## src/common/pweb_pkg.sv

```systemverilog
// Constants shared by the wake enable bank and its bus front end.
`default_nettype none
package pweb_pkg;
  // Register indices; byte address is four times the index.
  localparam int          IDX_W         = 8;
  localparam int          ADDR_LSB      = 2;
  localparam logic [7:0]  IDX_WAKE_EN3  = 8'h0c;
  localparam logic [7:0]  IDX_WAKE_EN4  = 8'h0d;
  localparam logic [7:0]  IDX_WAKE_EN5  = 8'h0e;
  localparam logic [7:0]  IDX_RSVD      = 8'h0f;
  localparam logic [7:0]  IDX_WAKE_STS3 = 8'h20;
  localparam logic [7:0]  IDX_WAKE_STS4 = 8'h21;
  localparam logic [7:0]  IDX_WAKE_STS5 = 8'h22;
  localparam logic [7:0]  IDX_CTRL      = 8'h23;
  localparam logic [7:0]  IDX_IRQ_STS   = 8'h24;
  localparam logic [7:0]  IDX_IRQ_MASK  = 8'h25;
  // Values after the standby-supply reset.
  localparam logic [7:0]  WAKE_EN_RST   = 8'h00;
  localparam logic [7:0]  WAKE_STS_RST  = 8'h00;
  localparam logic [7:0]  CTRL_RST      = 8'h00;
  localparam logic [1:0]  IRQ_RST       = 2'h0;
  // Field positions.
  localparam int          CTRL_GLOBAL_BIT = 0;
  localparam int          GROUP_SMI_BIT   = 3;
  localparam int          IRQ_W           = 2;
  localparam int          IRQ_STS_SET_BIT = 0;
  localparam int          IRQ_WAKE_BIT    = 1;
  localparam int          NUM_BANKS       = 3;
  localparam logic [31:0] HRDATA_ZERO     = 32'h0000_0000;
  localparam logic [7:0]  BYTE_ZERO       = 8'h00;
endpackage : pweb_pkg
`default_nettype wire

```

## src/hdl/pweb_ahb.sv

```systemverilog
// AHB-Lite slave front end for the wake enable bank registers.
`timescale 1ns/1ps
`default_nettype none
module pweb_ahb
(
  input  wire logic                      clk,
  input  wire logic                      rst_n,
  input  wire logic                      host_reset,
  input  wire logic                      hsel,
  input  wire logic [31:0]               haddr,
  input  wire logic [1:0]                htrans,
  input  wire logic                      hwrite,
  input  wire logic [2:0]                hsize,
  input  wire logic [31:0]               hwdata,
  input  wire logic                      hready,
  output logic                           hreadyout,
  output logic                           hresp,
  output var logic [31:0]                hrdata,
  output logic                           wr_en,
  output logic [pweb_pkg::IDX_W-1:0]     wr_idx,
  output logic [7:0]                     wr_data,
  output logic                           rd_en,
  output logic [pweb_pkg::IDX_W-1:0]     rd_idx,
  input  wire logic [7:0]                rd_data
);
  import pweb_pkg::*;

  logic                 dwrite_r;
  logic                 rd_wait_r;
  logic [IDX_W-1:0]     didx_r;
  logic                 accept;
  logic                 size_unused;

  ////////////////////////////////////////////////////////////////////////////
  // Address phase capture.

  // Only whole-word transfers are expected, so the size is not decoded.
  assign size_unused = |hsize;
  assign accept      = hsel && htrans[1] && hready;

  // Latch the decoded index and direction of an accepted transfer.
  always_ff @(posedge clk or negedge rst_n)
  begin
    if (!rst_n)
    begin
      dwrite_r <= 1'b0;
      didx_r   <= '0;
    end
    else if (host_reset)
    begin
      dwrite_r <= 1'b0;
    end
    else if (accept)
    begin
      dwrite_r <= hwrite;
      didx_r   <= haddr[ADDR_LSB +: IDX_W];
    end
    else if (hready)
    begin
      dwrite_r <= 1'b0;
    end
  end

  // A read spends one wait state so the data leave a flip-flop.
  always_ff @(posedge clk or negedge rst_n)
  begin
    if (!rst_n)
      rd_wait_r <= 1'b0;
    else if (host_reset)
      rd_wait_r <= 1'b0;
    else
      rd_wait_r <= accept && !hwrite;
  end

  ////////////////////////////////////////////////////////////////////////////
  // Data phase.

  // Read data are captured at the end of the wait state.
  always_ff @(posedge clk or negedge rst_n)
  begin
    if (!rst_n)
      hrdata <= HRDATA_ZERO;
    else if (rd_wait_r)
      hrdata <= {24'h00_0000, rd_data};
  end

  // Writes complete with no wait; every answer is OKAY.
  assign wr_en     = dwrite_r;
  assign wr_idx    = didx_r;
  assign wr_data   = hwdata[7:0];
  assign rd_en     = rd_wait_r;
  assign rd_idx    = didx_r;
  assign hreadyout = !rd_wait_r;
  assign hresp     = 1'b0 & size_unused;
endmodule : pweb_ahb
`default_nettype wire

```

## src/hdl/pweb_byte.sv

```systemverilog
// One wake bank byte: enable register and sticky wake status register.
`timescale 1ns/1ps
`default_nettype none
module pweb_byte
(
  input  wire logic       clk,
  input  wire logic       rst_n,
  input  wire logic       en_we,
  input  wire logic       sts_we,
  input  wire logic [7:0] wdata,
  input  wire logic [7:0] event_in,
  output var logic  [7:0] enable,
  output var logic  [7:0] status,
  output logic            new_set
);
  import pweb_pkg::*;

  logic [7:0] sts_nxt;

  ////////////////////////////////////////////////////////////////////////////
  // Enable register, cleared only by the standby-supply reset.
  always_ff @(posedge clk or negedge rst_n)
  begin
    if (!rst_n)
      enable <= WAKE_EN_RST; // RULE7
    else if (en_we)
      enable <= wdata; // RULE12
  end

  ////////////////////////////////////////////////////////////////////////////
  // Status: events set bits whatever the enables; a written one clears.
  always_comb
  begin
    sts_nxt = status;
    if (sts_we)
      sts_nxt = sts_nxt & ~wdata; // RULE10
    sts_nxt = sts_nxt | event_in; // RULE9
  end

  always_ff @(posedge clk or negedge rst_n)
  begin
    if (!rst_n)
      status <= WAKE_STS_RST;
    else
      status <= sts_nxt;
  end

  // Flags an event that sets a status bit not yet set.
  assign new_set = |(event_in & ~status);
endmodule : pweb_byte
`default_nettype wire

```

## src/hdl/pweb_top.sv

```systemverilog
// Wake enable bank: enables, wake status, wake output and register slave.
//
// Function
// RULE1: Wake output asserts for a source only if enable, status and global enable are set.
// RULE2: A disabled source still records status but never drives the wake output.
// RULE3: Third enable bits 0,1,2,4,5,6,7 gate gpio_2_0..2, gpio_2_4..7.
// RULE4: Third enable bit 3 lets the group SMI event act as a wake source.
// RULE5: Fourth enable bits gate gpio_3_0..3, gpio_4_1, gpio_4_3, gpio_6_0, gpio_6_1.
// RULE6: Fifth enable bits 0..7 gate gpio_5_0 through gpio_5_7.
// RULE7: Enables survive main, soft and hard resets; only standby reset clears them.
// RULE8: The reserved location after the fifth enable always reads zero.
// RULE9: A status bit sets on its source event regardless of any enable.
// RULE10: Writing one clears a status bit; writing zero leaves it.
// RULE11: Wake output is active-low OR of enabled pending sources, gated globally.
// RULE12: Enable registers are fully read/write and read back the last write.
//
// Design decision made here: the AHB-Lite interface to the registers.
`timescale 1ns/1ps
`default_nettype none
module pweb_top
(
  input  wire logic        clk,
  input  wire logic        rst_n,
  input  wire logic        host_reset,
  input  wire logic        hsel,
  input  wire logic [31:0] haddr,
  input  wire logic [1:0]  htrans,
  input  wire logic        hwrite,
  input  wire logic [2:0]  hsize,
  input  wire logic [31:0] hwdata,
  input  wire logic        hready,
  output logic             hreadyout,
  output logic             hresp,
  output logic [31:0]      hrdata,
  input  wire logic        gpio_2_0,
  input  wire logic        gpio_2_1,
  input  wire logic        gpio_2_2,
  input  wire logic        group_smi_event,
  input  wire logic        gpio_2_4,
  input  wire logic        gpio_2_5,
  input  wire logic        gpio_2_6,
  input  wire logic        gpio_2_7,
  input  wire logic        gpio_3_0,
  input  wire logic        gpio_3_1,
  input  wire logic        gpio_3_2,
  input  wire logic        gpio_3_3,
  input  wire logic        gpio_4_1,
  input  wire logic        gpio_4_3,
  input  wire logic        gpio_6_0,
  input  wire logic        gpio_6_1,
  input  wire logic        gpio_5_0,
  input  wire logic        gpio_5_1,
  input  wire logic        gpio_5_2,
  input  wire logic        gpio_5_3,
  input  wire logic        gpio_5_4,
  input  wire logic        gpio_5_5,
  input  wire logic        gpio_5_6,
  input  wire logic        gpio_5_7,
  output var logic         wake_out_n,
  output logic             irq
);
  import pweb_pkg::*;

  logic                  wr_en;
  logic [IDX_W-1:0]      wr_idx;
  logic [7:0]            wr_data;
  logic                  rd_en;
  logic [IDX_W-1:0]      rd_idx;
  logic [7:0]            rd_data;
  logic [7:0]            ev    [NUM_BANKS];
  logic [7:0]            en    [NUM_BANKS];
  logic [7:0]            sts   [NUM_BANKS];
  logic [NUM_BANKS-1:0]  nset;
  logic [NUM_BANKS-1:0]  pend;
  logic [7:0]            ctrl_r;
  logic                  global_wake_enable;
  logic                  wake_pending;
  logic                  pending_r;
  logic [IRQ_W-1:0]      irq_sts_r;
  logic [IRQ_W-1:0]      irq_mask_r;
  logic [IRQ_W-1:0]      irq_ev;

  ////////////////////////////////////////////////////////////////////////////
  // Bus front end.
  pweb_ahb u_ahb
  (
    .clk        (clk),
    .rst_n      (rst_n),
    .host_reset (host_reset),
    .hsel       (hsel),
    .haddr      (haddr),
    .htrans     (htrans),
    .hwrite     (hwrite),
    .hsize      (hsize),
    .hwdata     (hwdata),
    .hready     (hready),
    .hreadyout  (hreadyout),
    .hresp      (hresp),
    .hrdata     (hrdata),
    .wr_en      (wr_en),
    .wr_idx     (wr_idx),
    .wr_data    (wr_data),
    .rd_en      (rd_en),
    .rd_idx     (rd_idx),
    .rd_data    (rd_data)
  );

  ////////////////////////////////////////////////////////////////////////////
  // Wake source to bit mapping; bit 3 of the first bank is the group SMI.
  assign ev[0] = {gpio_2_7, gpio_2_6, gpio_2_5, gpio_2_4, group_smi_event,
                  gpio_2_2, gpio_2_1, gpio_2_0}; // RULE3 RULE4
  assign ev[1] = {gpio_6_1, gpio_6_0, gpio_4_3, gpio_4_1, gpio_3_3,
                  gpio_3_2, gpio_3_1, gpio_3_0}; // RULE5
  assign ev[2] = {gpio_5_7, gpio_5_6, gpio_5_5, gpio_5_4, gpio_5_3,
                  gpio_5_2, gpio_5_1, gpio_5_0}; // RULE6

  // One enable and status byte per bank.
  generate
    for (genvar b = 0; b < NUM_BANKS; b++)
    begin : g_bank
      pweb_byte u_byte
      (
        .clk      (clk),
        .rst_n    (rst_n),
        .en_we    (wr_en && (wr_idx == IDX_WAKE_EN3 + 8'(b))),
        .sts_we   (wr_en && (wr_idx == IDX_WAKE_STS3 + 8'(b))),
        .wdata    (wr_data),
        .event_in (ev[b]),
        .enable   (en[b]),
        .status   (sts[b]),
        .new_set  (nset[b])
      );
      assign pend[b] = |(sts[b] & en[b]); // RULE1 RULE2
    end
  endgenerate

  ////////////////////////////////////////////////////////////////////////////
  // Global wake enable and the registered wake output.

  // Control register; bit 0 is the global wake enable.
  always_ff @(posedge clk or negedge rst_n)
  begin
    if (!rst_n)
      ctrl_r <= CTRL_RST;
    else if (wr_en && (wr_idx == IDX_CTRL))
      ctrl_r <= {7'h00, wr_data[CTRL_GLOBAL_BIT]};
  end

  // The global enable gates every pending source into one wake request.
  assign global_wake_enable = ctrl_r[CTRL_GLOBAL_BIT];
  assign wake_pending       = global_wake_enable && (|pend); // RULE11

  // Output is driven low one cycle after a gated pending source appears.
  always_ff @(posedge clk or negedge rst_n)
  begin
    if (!rst_n)
    begin
      wake_out_n <= 1'b1;
      pending_r  <= 1'b0;
    end
    else
    begin
      wake_out_n <= !wake_pending; // RULE1 RULE11
      pending_r  <= wake_pending;
    end
  end

  ////////////////////////////////////////////////////////////////////////////
  // Interrupt status, mask and output.
  assign irq_ev[IRQ_STS_SET_BIT] = |nset;
  assign irq_ev[IRQ_WAKE_BIT]    = wake_pending && !pending_r;

  // Sticky bits: a written one clears, a new event wins over the clear.
  always_ff @(posedge clk or negedge rst_n)
  begin
    if (!rst_n)
      irq_sts_r <= IRQ_RST;
    else if (wr_en && (wr_idx == IDX_IRQ_STS))
      irq_sts_r <= (irq_sts_r & ~wr_data[IRQ_W-1:0]) | irq_ev;
    else
      irq_sts_r <= irq_sts_r | irq_ev;
  end

  // Interrupt mask, same bit layout as the interrupt status.
  always_ff @(posedge clk or negedge rst_n)
  begin
    if (!rst_n)
      irq_mask_r <= IRQ_RST;
    else if (wr_en && (wr_idx == IDX_IRQ_MASK))
      irq_mask_r <= wr_data[IRQ_W-1:0];
  end

  // Level interrupt while any unmasked status bit stays set.
  assign irq = |(irq_sts_r & irq_mask_r);

  ////////////////////////////////////////////////////////////////////////////
  // Read multiplexer; reserved and unmapped locations read zero.
  always_comb
  begin
    unique case (rd_idx)
      IDX_WAKE_EN3:  rd_data = en[0]; // RULE12
      IDX_WAKE_EN4:  rd_data = en[1];
      IDX_WAKE_EN5:  rd_data = en[2];
      IDX_RSVD:      rd_data = BYTE_ZERO; // RULE8
      IDX_WAKE_STS3: rd_data = sts[0];
      IDX_WAKE_STS4: rd_data = sts[1];
      IDX_WAKE_STS5: rd_data = sts[2];
      IDX_CTRL:      rd_data = ctrl_r;
      IDX_IRQ_STS:   rd_data = {6'h00, irq_sts_r};
      IDX_IRQ_MASK:  rd_data = {6'h00, irq_mask_r};
      default:       rd_data = BYTE_ZERO;
    endcase
  end

  // Per source: its event sets its own status bit, and once enabled it wakes.
  for (genvar gb = 0; gb < NUM_BANKS; gb++)
  begin : g_src_chk
    for (genvar gi = 0; gi < 8; gi++)
    begin : g_bit

    end
  end
endmodule : pweb_top
`default_nettype wire

```

## config.mk

```make
export PLATFORM = sky130hd
export DESIGN_NAME = pweb_top
export DESIGN_NICKNAME = d
export VERILOG_FILES = /design/src/common/pweb_pkg.sv /design/src/hdl/pweb_ahb.sv /design/src/hdl/pweb_byte.sv /design/src/hdl/pweb_top.sv
export SDC_FILE = /design/constraint.sdc
export NUM_CORES = 1
export LEC_CHECK = 0
export BUFFER_PORTS_ARGS = -buffer_cell sky130_fd_sc_hd__buf_4
export CAP_MARGIN = 10
export CORE_MARGIN = 4
export CORE_UTILIZATION = 30
export CTS_CLUSTER_SIZE = 8
export DETAILED_ROUTE_END_ITERATION = 10
export PLACE_DENSITY = 0.65
export SLEW_MARGIN = 20
export SYNTH_ARGS = -nofsm -noshare
export SYNTH_HDL_FRONTEND = slang
export SYNTH_HIERARCHICAL = 1
export SYNTH_SLANG_ARGS = --single-unit
```

## constraint.sdc

```tcl
create_clock -name clk -period 1.8 [get_ports clk]
set_input_delay 0.36 -clock clk [delete_from_list [all_inputs] [get_ports clk]]
set_output_delay 0.36 -clock clk [all_outputs]
set_load 0.05 [all_outputs]
```

==> summary.txt, run 1 <==
Yosys
  • Synth top cells by count: 80 x nand2_1, 72 x dfrtp_1, 42 x buf_4
  • Post-synth top area share: 0.459
  • Fraction of registers with async set or reset after synthesis: 1.00
  • Largest cells by area after synthesis: dfrtp_1 46%, mux2_2 11%, buf_4 8.0%
  • Largest family of logic cells by synthesized area: multiplexers
  • Post-synth EDFFs: 0
  • Post-synth top area cell: dfrtp_1
  • Adder-cell area share of the yosys netlist: 0
  • Synth Cell Area: 3930 um2
  • Most frequent cell after synthesis: nand2_1
  • Seq/Total Area, Yosys: 0.466
  • Simple-gate share of the synthesized area: 0.151
  • Post-synthesis xor/xnor area fraction: 0
  • Yosys Warn Count: 6
  • Avg Cell Area, Syn: 9.77 um2
  • Seq cells post-synth: 73
  • Post-Syn Instances: 402
  • Mux cell area share after synthesis: 0.175
  • Cell variety after synth: 36
  • Synth Area in Compound Gates: 0.0889
  • Dominant synthesized flop cell: dfrtp_1

GRT
  • Gr usage total: 0.130
  • Initial antenna violation count: 0
  • Global-route wire length before repair: 15100 um
  • Gr ovfl total: 0
  • Vias in the first global route: 2987
  • Largest net degree at the start of global routing: 37

Die
  • Num rows: 41
  • Area of the core: 12700 um2
  • Initial core utilization: 0.309
  • Num ports: 135
  • Die area: 15000 um2
  • Die W: 122 um
  • Die Y: 122 um

Setup path
  • WP buf/inv: 1
  • Crit path depth: 5
  • Crit Path Category: reg -> reg
  • Required time of the worst setup path: 2.03 ns
  • Crit-path cells: nor4b_4 > nand4b_1 > nor2_1 > buf_6 > mux2_2
  • CP Max Fanout: 8
  • Top delay family on crit path: simple AND/OR/NAND/NOR gates
  • Peak per-stage delay on the critical path: 0.42 ns
  • Worst R2R End: g_bank[1].u_byte/enable[7]
  • CP arrival: 2.07 ns
  • Worst reg2reg setup slack: -0.04 ns
  • FF-to-FF path depth: 5
  • Setup crit start kind: register
  • Setup crit end kind: register
  • Reg2reg start: u_ahb/rd_idx[4]
  • Worst path slowest cell: dfrtp_1

Flow run
  • Max-capacitance violation count: 0

Placement
  • Post-Place Worst Slack: -0.0568 ns
  • Gpl congestion: 0.836
  • I/O Buffers: 57
  • DP HPWL: 7380 um
  • Placed Instances: 617

Layout
  • Nets: 556
  • Antenna cell count: 0
  • Area grow syn2layout: 24.3%
  • Reg area: 1830 um2
  • Filler cells: 1297
  • Share of cells above drive strength 1: 0.327
  • Final non-filler cell total: 634
  • Area of the multi-input gates: 1840 um2

CTS
  • Clock Latency Late Sink: 0.34 ns
  • Htree depth: 3
  • TritonCTS clock tree: yes
  • CTS Buffer Depth: 2
  • Clk root buf: clkbuf_16
  • CTS buffer count: 9
  • CTS Sinks: 73
  • Clock transition at path regs: 0.07 ns

Timing
  • RSZ-0062 raised after global routing: yes
  • Fin crit share: 1.02
  • Slew Limit Fails: 0
  • Post-layout minimum cycle time: 1.84 ns
  • Hold Fails Final Rpt: 0
  • Slew HR: 0.645
  • Worst-margin pin slew: 0.531 ns
  • Setup ws final: -0.0427 ns
  • Worst Clk Skew: 0.0104 ns
  • Final setup fails: 24
  • Fin Setup TNS: -0.378 ns
  • Fmax: 543 MHz

Routing
  • Initial DRC count: 150
  • Residual DRC: 0
  • Routed wire per std cell: 15.2 um
  • Vias per cell: 4.65
  • Routed Antenna Nets: 0
  • WL final: 9630 um
  • Vias: 2950
  • DRT Pass-1 Iters: 4

Power
  • Tot Pwr: 4.46 mW
  • IR drop worst, VDD: 0.365 mV
  • Leakage Power: 2.35 nW
  • PwrDens: 913 nW/um2

Min path
  • Min-Delay Startpoint: host_reset
  • Hold EP: u_ahb/wr_en
  • HP Class: in -> reg
  • Hold path depth: 2

Outcome
  • Violated checks: setup timing
  • Status: finished with violations
sequential cells by signal, summed over array words and instances, names as in the netlist:
register	count
u_ahb/wr_en	1
wake_out_n	1
g_bank.u_byte/enable	24
irq_sts_r	2
pending_r	1
g_bank.u_byte/status	24
u_ahb/hrdata	8
u_ahb/rd_en	1
irq_mask_r	2
u_ahb/rd_idx	8
ctrl_r	1
what timing repair did:
| action | CTS | global route |
|---|---|---|
| buffers inserted | 0 | 0 |
| cloned | 0 | 0 |
| hold endpoints to repair | 24 | 0 |
| pin swaps | 1 | 3 |
| endpoints found under the setup margin | 20 | 41 |
| hold buffers | 1 | 0 |
| gates resized for setup | 2 | 32 |
layout by cell type, fill, tap and decap left out, drive strengths merged, types with 9 or more instances in the layout:
cell type and count:
a21oi 15, a22oi 12, buf 74, clkbuf 9, conb 25, dfrtp 72
inv 29, mux2 43, mux2i 18, nand2 80, nor2 24, o22ai 20
per-stage QoR:
step / area, um2 / utilization / hold WS [ns]
after CTS: 4760 / 0.374 / 0.170
final: 4880 / 0.383 / 0.177
after detailed placement: 4430 / 0.348 / 0.306
after floorplan: 4020 / - / 0.0644
after global routing: 4880 / 0.383 / 0.173
after global placement: 4430 / 0.348 / 0.296
how the worst max path moves through the flow:
stage,slack (ns),start,to
global placement,-0.04,u_ahb/rd_idx[4],g_bank[0].u_byte/enable[0]
global route,-0.09,u_ahb/rd_idx[4],g_bank[0].u_byte/enable[6]
floorplan,0.02,u_ahb/rd_idx[4],g_bank[0].u_byte/enable[0]
finish,-0.04,u_ahb/rd_idx[4],g_bank[1].u_byte/enable[7]
detailed placement,-0.06,u_ahb/rd_idx[4],g_bank[0].u_byte/enable[6]
CTS,-0.04,u_ahb/rd_idx[4],g_bank[0].u_byte/enable[6]
per-layer routing:
layer	GRT usage	vias to the layer above	part of all wire
li1	-	1418	-
met1	0.182	1416	0.48
met2	0.195	102	0.44
met3	0.0323	14	0.058
met4	0.0455	0	0.018
met5	0	-	0
area by class of cell:
cell class | count | area share
Multi-Input combinational cell | 273 | 0.377
Sequential cell | 73 | 0.375
Timing Repair Buffer | 75 | 0.122
Clock buffer | 9 | 0.0462
Tap cell | 172 | 0.0441
Inverter | 25 | 0.0192
Clock inverter | 7 | 0.0172
cell families after synthesis:
| family | Yosys count |
|---|---|
| other | 1 |
| multiplexers | 62 |
| buffers and inverters | 80 |
| AND/OR/NAND/NOR | 130 |
| AO/OA/AOI/OAI | 56 |
| flip-flops | 73 |
power breakdown:
part / internal (mW) / switching (mW)
sequential: 1.71 / 0.0876
combinational: 0.316 / 0.483
clock: 1.10 / 0.759
Power figures use the tool's default switching activity.
==> run 2, diff against run 1 <==
--- a/config.mk
+++ b/config.mk
@@ -11,9 +11,9 @@
 export CORE_UTILIZATION = 30
 export CTS_CLUSTER_SIZE = 8
 export DETAILED_ROUTE_END_ITERATION = 10
-export PLACE_DENSITY = 0.65
+export PLACE_DENSITY = 0.66
+export SKIP_CTS_REPAIR_TIMING = 1
 export SLEW_MARGIN = 20
 export SYNTH_ARGS = -nofsm -noshare
 export SYNTH_HDL_FRONTEND = slang
-export SYNTH_HIERARCHICAL = 1
 export SYNTH_SLANG_ARGS = --single-unit
==> run 2 against run 1 <==
  * Hold slack better by 0.012 ns
  * Die area decreased by 1.8%
  * Final cell count decreased by 5.4%
  * Clock skew down 0.0043 ns
  * Register-to-register slack worse by 0.08 ns
  * Sequential power is 2% lower
  * Synthesized cell count down 15%
  * The flow still finishes with violations (setup timing)
  * Non-clock buffer count increased by 13
  * Critical path depth rose by 1
  * First-iteration DRC count rose by 21%
==> summary.txt, run 2 <==
Outcome
  • Status: finished with violations
  • Violated checks: setup timing

Routing
  • Met3 wire length: 619 um
  • Vias per cell: 4.92
  • Highest routed layer: met4
  • WL final: 10600 um
  • Met2 wire length: 5120 um
  • Routed wire per std cell: 17.7 um
  • M1 WL: 4700 um
  • DRT Pass-1 Iters: 4
  • Initial DRC count: 181
  • Routed Antenna Nets: 0
  • Residual DRC: 0
  • Vias: 2954

CTS
  • CTS buffer count: 9
  • Clock Latency Late Sink: 0.34 ns
  • Htree depth: 3
  • Clock transition at path regs: 0.05 ns
  • Clk root buf: clkbuf_16
  • TritonCTS clock tree: yes
  • CTS Buffer Depth: 2
  • CTS Sinks: 73

Timing
  • Fmax: 521 MHz
  • Worst Clk Skew: 0.00613 ns
  • Hold Fails Final Rpt: 0
  • Slew Limit Fails: 0
  • Fin Setup TNS: -3.01 ns
  • Post-layout minimum cycle time: 1.92 ns
  • Setup ws final: -0.121 ns
  • Min Hold Slack: 0.188 ns
  • Final setup fails: 36
  • RSZ-0062 raised after global routing: yes
  • Slew HR: 0.497
  • Fin crit share: 1.07
  • Worst-margin pin slew: 0.751 ns

Setup path
  • FF-to-FF path depth: 6
  • Setup crit end kind: register
  • Setup crit start kind: register
  • Worst path slowest cell: or4b_4
  • Crit Path Category: reg -> reg
  • Peak per-stage delay on the critical path: 0.55 ns
  • CP arrival: 2.14 ns
  • Crit-path cells: or4b_4 > buf_8 > nor4b_4 > buf_6 > nand2_2 > a21o_1
  • Top delay family on crit path: simple AND/OR/NAND/NOR gates
  • CP Max Fanout: 8
  • WP buf/inv: 2
  • Required time of the worst setup path: 2.02 ns
  • Crit path depth: 6

Flow run
  • Max-capacitance violation count: 0

Die
  • Num rows: 41
  • Num ports: 135
  • Area of the core: 12600 um2
  • Initial core utilization: 0.305
  • Die Y: 121 um
  • Die area: 14700 um2
  • Die W: 121 um

Layout
  • Final non-filler cell total: 600
  • Antenna cell count: 0
  • Commonest non-fill, non-tap cell in the layout: buf_4
  • Area grow syn2layout: 32.2%
  • Share of cells above drive strength 1: 0.425
  • Filler cells: 1235
  • Commonest non-fill, non-tap cells in the layout: 81 x buf_4, 72 x dfrtp_1, 32 x mux2_2, 25 x conb_1, 24 x a21o_1
  • Top Registers: g_bank.u_byte.enable x24, g_bank.u_byte.status x24
  • Final core utilization: 0.404
  • Nets: 522

Power
  • IR drop worst, VDD: 0.380 mV
  • PwrDens: 882 nW/um2
  • Leakage Power: 2.19 nW
  • Tot Pwr: 4.49 mW

Yosys
  • Synth top cells by count: 72 x dfrtp_1, 32 x mux2_2, 31 x nand2_1
  • Largest cells by area after synthesis: dfrtp_1 47%, mux2_2 9.4%, o2bb2ai_1 5.2%
  • Post-synth EDFFs: 0
  • Seq/Total Area, Yosys: 0.475
  • Post-synth top area cell: dfrtp_1
  • Yosys Warn Count: 0
  • Dominant synthesized flop cell: dfrtp_1
  • Synth Cell Area: 3850 um2
  • Cell variety after synth: 42
  • Post-Syn Instances: 340
  • Post-synth top area share: 0.468
  • Most frequent cell after synthesis: dfrtp_1
  • Seq cells post-synth: 73
  • Avg Cell Area, Syn: 11.3 um2
  • Fraction of registers with async set or reset after synthesis: 1.00

Min path
  • Hold path depth: 2
  • HP Class: in -> reg

Placement
  • Gpl congestion: 0.823
  • Placed Instances: 581
  • I/O Buffers: 57
  • DP HPWL: 7780 um

GRT
  • Vias in the first global route: 3056
  • Initial antenna violation count: 0
  • Gr usage total: 0.147
  • Gr ovfl total: 0
  • Global-route wire length before repair: 16500 um
  • Largest net degree at the start of global routing: 50
-- run 2: cell types whose count changed after synthesis, sizes merged, moves of 8 or more --
cell / before / now
o2bb2ai: 0 / 23
inv: 25 / 17
mux2: 43 / 35
nand2: 80 / 31
o22ai: 20 / 6
a21o: 0 / 24
buf: 49 / 34
a21oi: 15 / 0
nor2: 24 / 2
-- run 2: cell families (layout without fill, tap and decap cells) --
family / count (synthesis) / in the layout / synth area share
other: 1 / 25 / 0.000973
multiplexers: 53 / 53 / 0.155
AO/OA/AOI/OAI: 84 / 84 / 0.170
AND/OR/NAND/NOR: 71 / 71 / 0.113
flip-flops: 73 / 73 / 0.475
buffers and inverters: 58 / 122 / 0.0861
-- run 2: area by class of cell --
| cell class | instances | area, um2 | share of cell area |
|---|---|---|---|
| clock inverters | 2 | 35.0 | 0.00688 |
| inverters | 18 | 67.6 | 0.0133 |
| multi-input cells | 233 | 1970 | 0.386 |
| clock buffers | 14 | 274 | 0.0538 |
| repair buffers | 88 | 707 | 0.139 |
| well taps | 172 | 215 | 0.0423 |
| flip-flops and latches | 73 | 1830 | 0.359 |
-- run 2: layer usage --
metal | up-vias | global-route usage
met4 | 0 | 0.0602
met5 | - | 0
met1 | 1500 | 0.198
met3 | 10 | 0.0317
met2 | 90 | 0.230
li1 | 1354 | -
-- run 2: stage by stage --
step / setup WS, ns / instance area [um2]
6_report: -0.121 / 5090
5_1_grt: -0.185 / 5090
4_1_cts: -0.147 / 4870
3_5_place_dp: -0.133 / 4560
3_3_place_gp: -0.109 / 4560
2_1_floorplan: -0.0574 / 3940
-- run 2: report_power, final --
part	switching, mW	internal [mW]
clock network	0.671	1.19
registers	0.0560	1.71
logic	0.541	0.330
total	1.27	3.22
-- run 2: worst paths after layout --
check	from	endpoint	slack, ns
max reg2reg	u_ahb.rd_idx[4]	g_bank[0].u_byte.status[4]	-0.12
min in group asynchronous	rst_n	u_ahb.hrdata[2]	0.48
min reg2reg	u_ahb.hrdata[6]	u_ahb.hrdata[6]	0.49
max in group asynchronous	rst_n	g_bank[0].u_byte.enable[3]	0.75
max	u_ahb.rd_idx[4]	g_bank[0].u_byte.status[4]	-0.12
min	hwrite	u_ahb.rd_en	0.19
==> run 3, diff against run 2 <==
--- a/config.mk
+++ b/config.mk
@@ -6,14 +6,14 @@
 export NUM_CORES = 1
 export LEC_CHECK = 0
 export BUFFER_PORTS_ARGS = -buffer_cell sky130_fd_sc_hd__buf_4
-export CAP_MARGIN = 10
 export CORE_MARGIN = 4
 export CORE_UTILIZATION = 30
 export CTS_CLUSTER_SIZE = 8
 export DETAILED_ROUTE_END_ITERATION = 10
-export PLACE_DENSITY = 0.66
+export PLACE_DENSITY = 0.65
 export SKIP_CTS_REPAIR_TIMING = 1
 export SLEW_MARGIN = 20
 export SYNTH_ARGS = -nofsm -noshare
 export SYNTH_HDL_FRONTEND = slang
+export SYNTH_HIERARCHICAL = 1
 export SYNTH_SLANG_ARGS = --single-unit
==> run 3 against run 2 <==
  * The flow still finishes with violations (setup timing)
  * Clock skew increased by 0.0061 ns
  * Register-to-register slack improved by 0.10 ns
  * Via count increased by 0.37%
  * Final cell count increased by 5.7%
  * Cell area decreased by 4.1%
  * Clock power about the same
  * Critical path type unchanged
  * Critical endpoint is now g_bank[0].u_byte/enable[6]
==> summary.txt, run 3 (synthesis results as in run 1) <==
Die
  • Area of the core: 12700 um2
  • Num rows: 41
  • Die area: 15000 um2
  • Initial core utilization: 0.309
  • Die Y: 122 um
  • Die W: 122 um
  • Num ports: 135

Power
  • Sw frac: 0.297
  • Reg power frac: 0.404
  • IR drop worst, VDD: 0.362 mV
  • Comb power frac: 0.179
  • Leakage Power: 2.36 nW
  • Sw Pwr: 1.32 mW
  • PwrDens: 910 nW/um2
  • Tot Pwr: 4.45 mW
  • Internal power: 3.13 mW
  • Clock share of power: 0.416

Setup path
  • Top delay family on crit path: simple AND/OR/NAND/NOR gates
  • Worst R2R End: g_bank[0].u_byte/enable[6]
  • Worst path slowest cell: dfrtp_1
  • Crit Path Category: reg -> reg
  • Worst reg2reg setup slack: -0.02 ns
  • Setup crit end kind: register
  • Crit-path cells: nor4b_4 > nand4b_1 > nor3_2 > buf_6 > mux2_4
  • CP arrival: 2.04 ns
  • WP buf/inv: 1
  • Required time of the worst setup path: 2.02 ns
  • Peak per-stage delay on the critical path: 0.42 ns
  • FF-to-FF path depth: 5
  • CP Max Fanout: 8
  • Setup crit start kind: register
  • Reg2reg start: u_ahb/rd_idx[4]

CTS
  • Clock transition at path regs: 0.06 ns
  • Htree depth: 3
  • Clock Latency Late Sink: 0.34 ns
  • Clk root buf: clkbuf_16
  • CTS buffer count: 9
  • TritonCTS clock tree: yes
  • CTS Sinks: 73
  • CTS Buffer Depth: 2

Placement
  • Gpl congestion: 0.836
  • Placed cell area: 4430 um2
  • I/O Buffers: 57
  • Post-Place Worst Slack: -0.0568 ns
  • DP HPWL: 7380 um

Timing
  • Post-layout minimum cycle time: 1.82 ns
  • Setup ws final: -0.0196 ns
  • Fin Setup TNS: -0.138 ns
  • Slew Limit Fails: 0
  • Final setup fails: 16
  • Min Hold Slack: 0.178 ns
  • RSZ-0062 raised after global routing: yes
  • Worst-margin pin slew: 0.525 ns
  • Slew HR: 0.649
  • Fin crit share: 1.01
  • Worst Clk Skew: 0.0122 ns
  • Fmax: 550 MHz
  • Hold Fails Final Rpt: 0

Outcome
  • Status: finished with violations
  • Violated checks: setup timing

Routing
  • Routed Antenna Nets: 0
  • Residual DRC: 0
  • DRT Pass-1 Iters: 4
  • WL final: 9660 um
  • Initial DRC count: 162
  • Vias: 2965
  • Vias per cell: 4.68
  • Routed wire per std cell: 15.2 um

Layout
  • Commonest non-fill, non-tap cell in the layout: nand2_1
  • Nets: 556
  • Area grow syn2layout: 24.4%
  • Antenna cell count: 0
  • Commonest non-fill, non-tap cells in the layout: 80 x nand2_1, 71 x dfrtp_1, 69 x buf_4, 25 x conb_1, 24 x mux2_4
  • Filler cells: 1302
  • Top Registers: g_bank.u_byte/enable x24, g_bank.u_byte/status x24
  • Final Cell Area: 4890 um2
  • Share of cells above drive strength 1: 0.323

Min path
  • Hold EP: u_ahb/wr_en
  • Hold path depth: 2
  • HP Class: in -> reg
  • Min-Delay Startpoint: host_reset

GRT
  • Largest net degree at the start of global routing: 37
  • Vias in the first global route: 2974
  • Global-route wire length before repair: 15000 um
  • Gr usage total: 0.129
  • Gr ovfl total: 0
  • Initial antenna violation count: 0

Flow run
  • Max-capacitance violation count: 0
-- run 3: cell count changes in the layout (fill, tap and decap cells not counted), sizes merged, moves of 6 or more --
cell	change
o22ai	+14
mux2	+8
buf	-13
a22oi	-6
a21oi	+15
nand2	+49
a21o	-24
inv	+12
nor2	+22
nand2b	-7
o2bb2ai	-23
-- run 3: power groups by stage --
stage	clock, mW	combinational [mW]	sequential [mW]
global route	1.97	0.864	1.81
detailed placement	0	0.775	1.82
floorplan	0	0.606	1.83
CTS	1.88	0.775	1.79
global placement	0	0.766	1.81
finish	1.85	0.797	1.80
-- run 3: layout make-up --
type / count / area, um2 / area share
well taps: 172 / 215 / 0.0440
inverters: 25 / 93.8 / 0.0192
flip-flops and latches: 73 / 1830 / 0.374
multi-input cells: 273 / 1850 / 0.378
repair buffers: 75 / 593 / 0.121
clock buffers: 9 / 225 / 0.0461
clock inverters: 7 / 83.8 / 0.0172
-- run 3: metal layers --
metal | wire, um | GRT usage | vias up | share of wire
li1 | - | - | 1417 | -
met1 | 4580 | 0.182 | 1418 | 0.47
met2 | 4280 | 0.194 | 116 | 0.44
met3 | 619 | 0.0323 | 14 | 0.064
met4 | 171 | 0.0455 | 0 | 0.018
met5 | 0 | 0 | - | 0
-- run 3: worst max path at each step --
stage | from | end | slack, ns | cells past startpoint
4_1_cts | u_ahb/rd_idx[4] | g_bank[0].u_byte/enable[6] | -0.07 | 5
3_3_place_gp | u_ahb/rd_idx[4] | g_bank[0].u_byte/enable[0] | -0.04 | 5
3_5_place_dp | u_ahb/rd_idx[4] | g_bank[0].u_byte/enable[6] | -0.06 | 5
2_1_floorplan | u_ahb/rd_idx[4] | g_bank[0].u_byte/enable[0] | 0.02 | 6
5_1_grt | u_ahb/rd_idx[4] | g_bank[0].u_byte/enable[6] | -0.08 | 5
6_report | u_ahb/rd_idx[4] | g_bank[0].u_byte/enable[6] | -0.02 | 5
-- run 3: worst register-to-register path, delay by kind of cell, from the launching register on --
kind / cells / cell delay, ns
flops: 1 / 0.42
mux: 1 / 0.32
buf+inv: 1 / 0.19
simple gates: 3 / 0.78
-- run 3: through the flow --
| stage | utilization | cells |
|---|---|---|
| after floorplan | - | 426 |
| after global placement | 0.348 | 617 |
| after CTS | 0.372 | 633 |
| final | 0.384 | 634 |
| after global routing | 0.384 | 634 |
| after detailed placement | 0.348 | 617 |
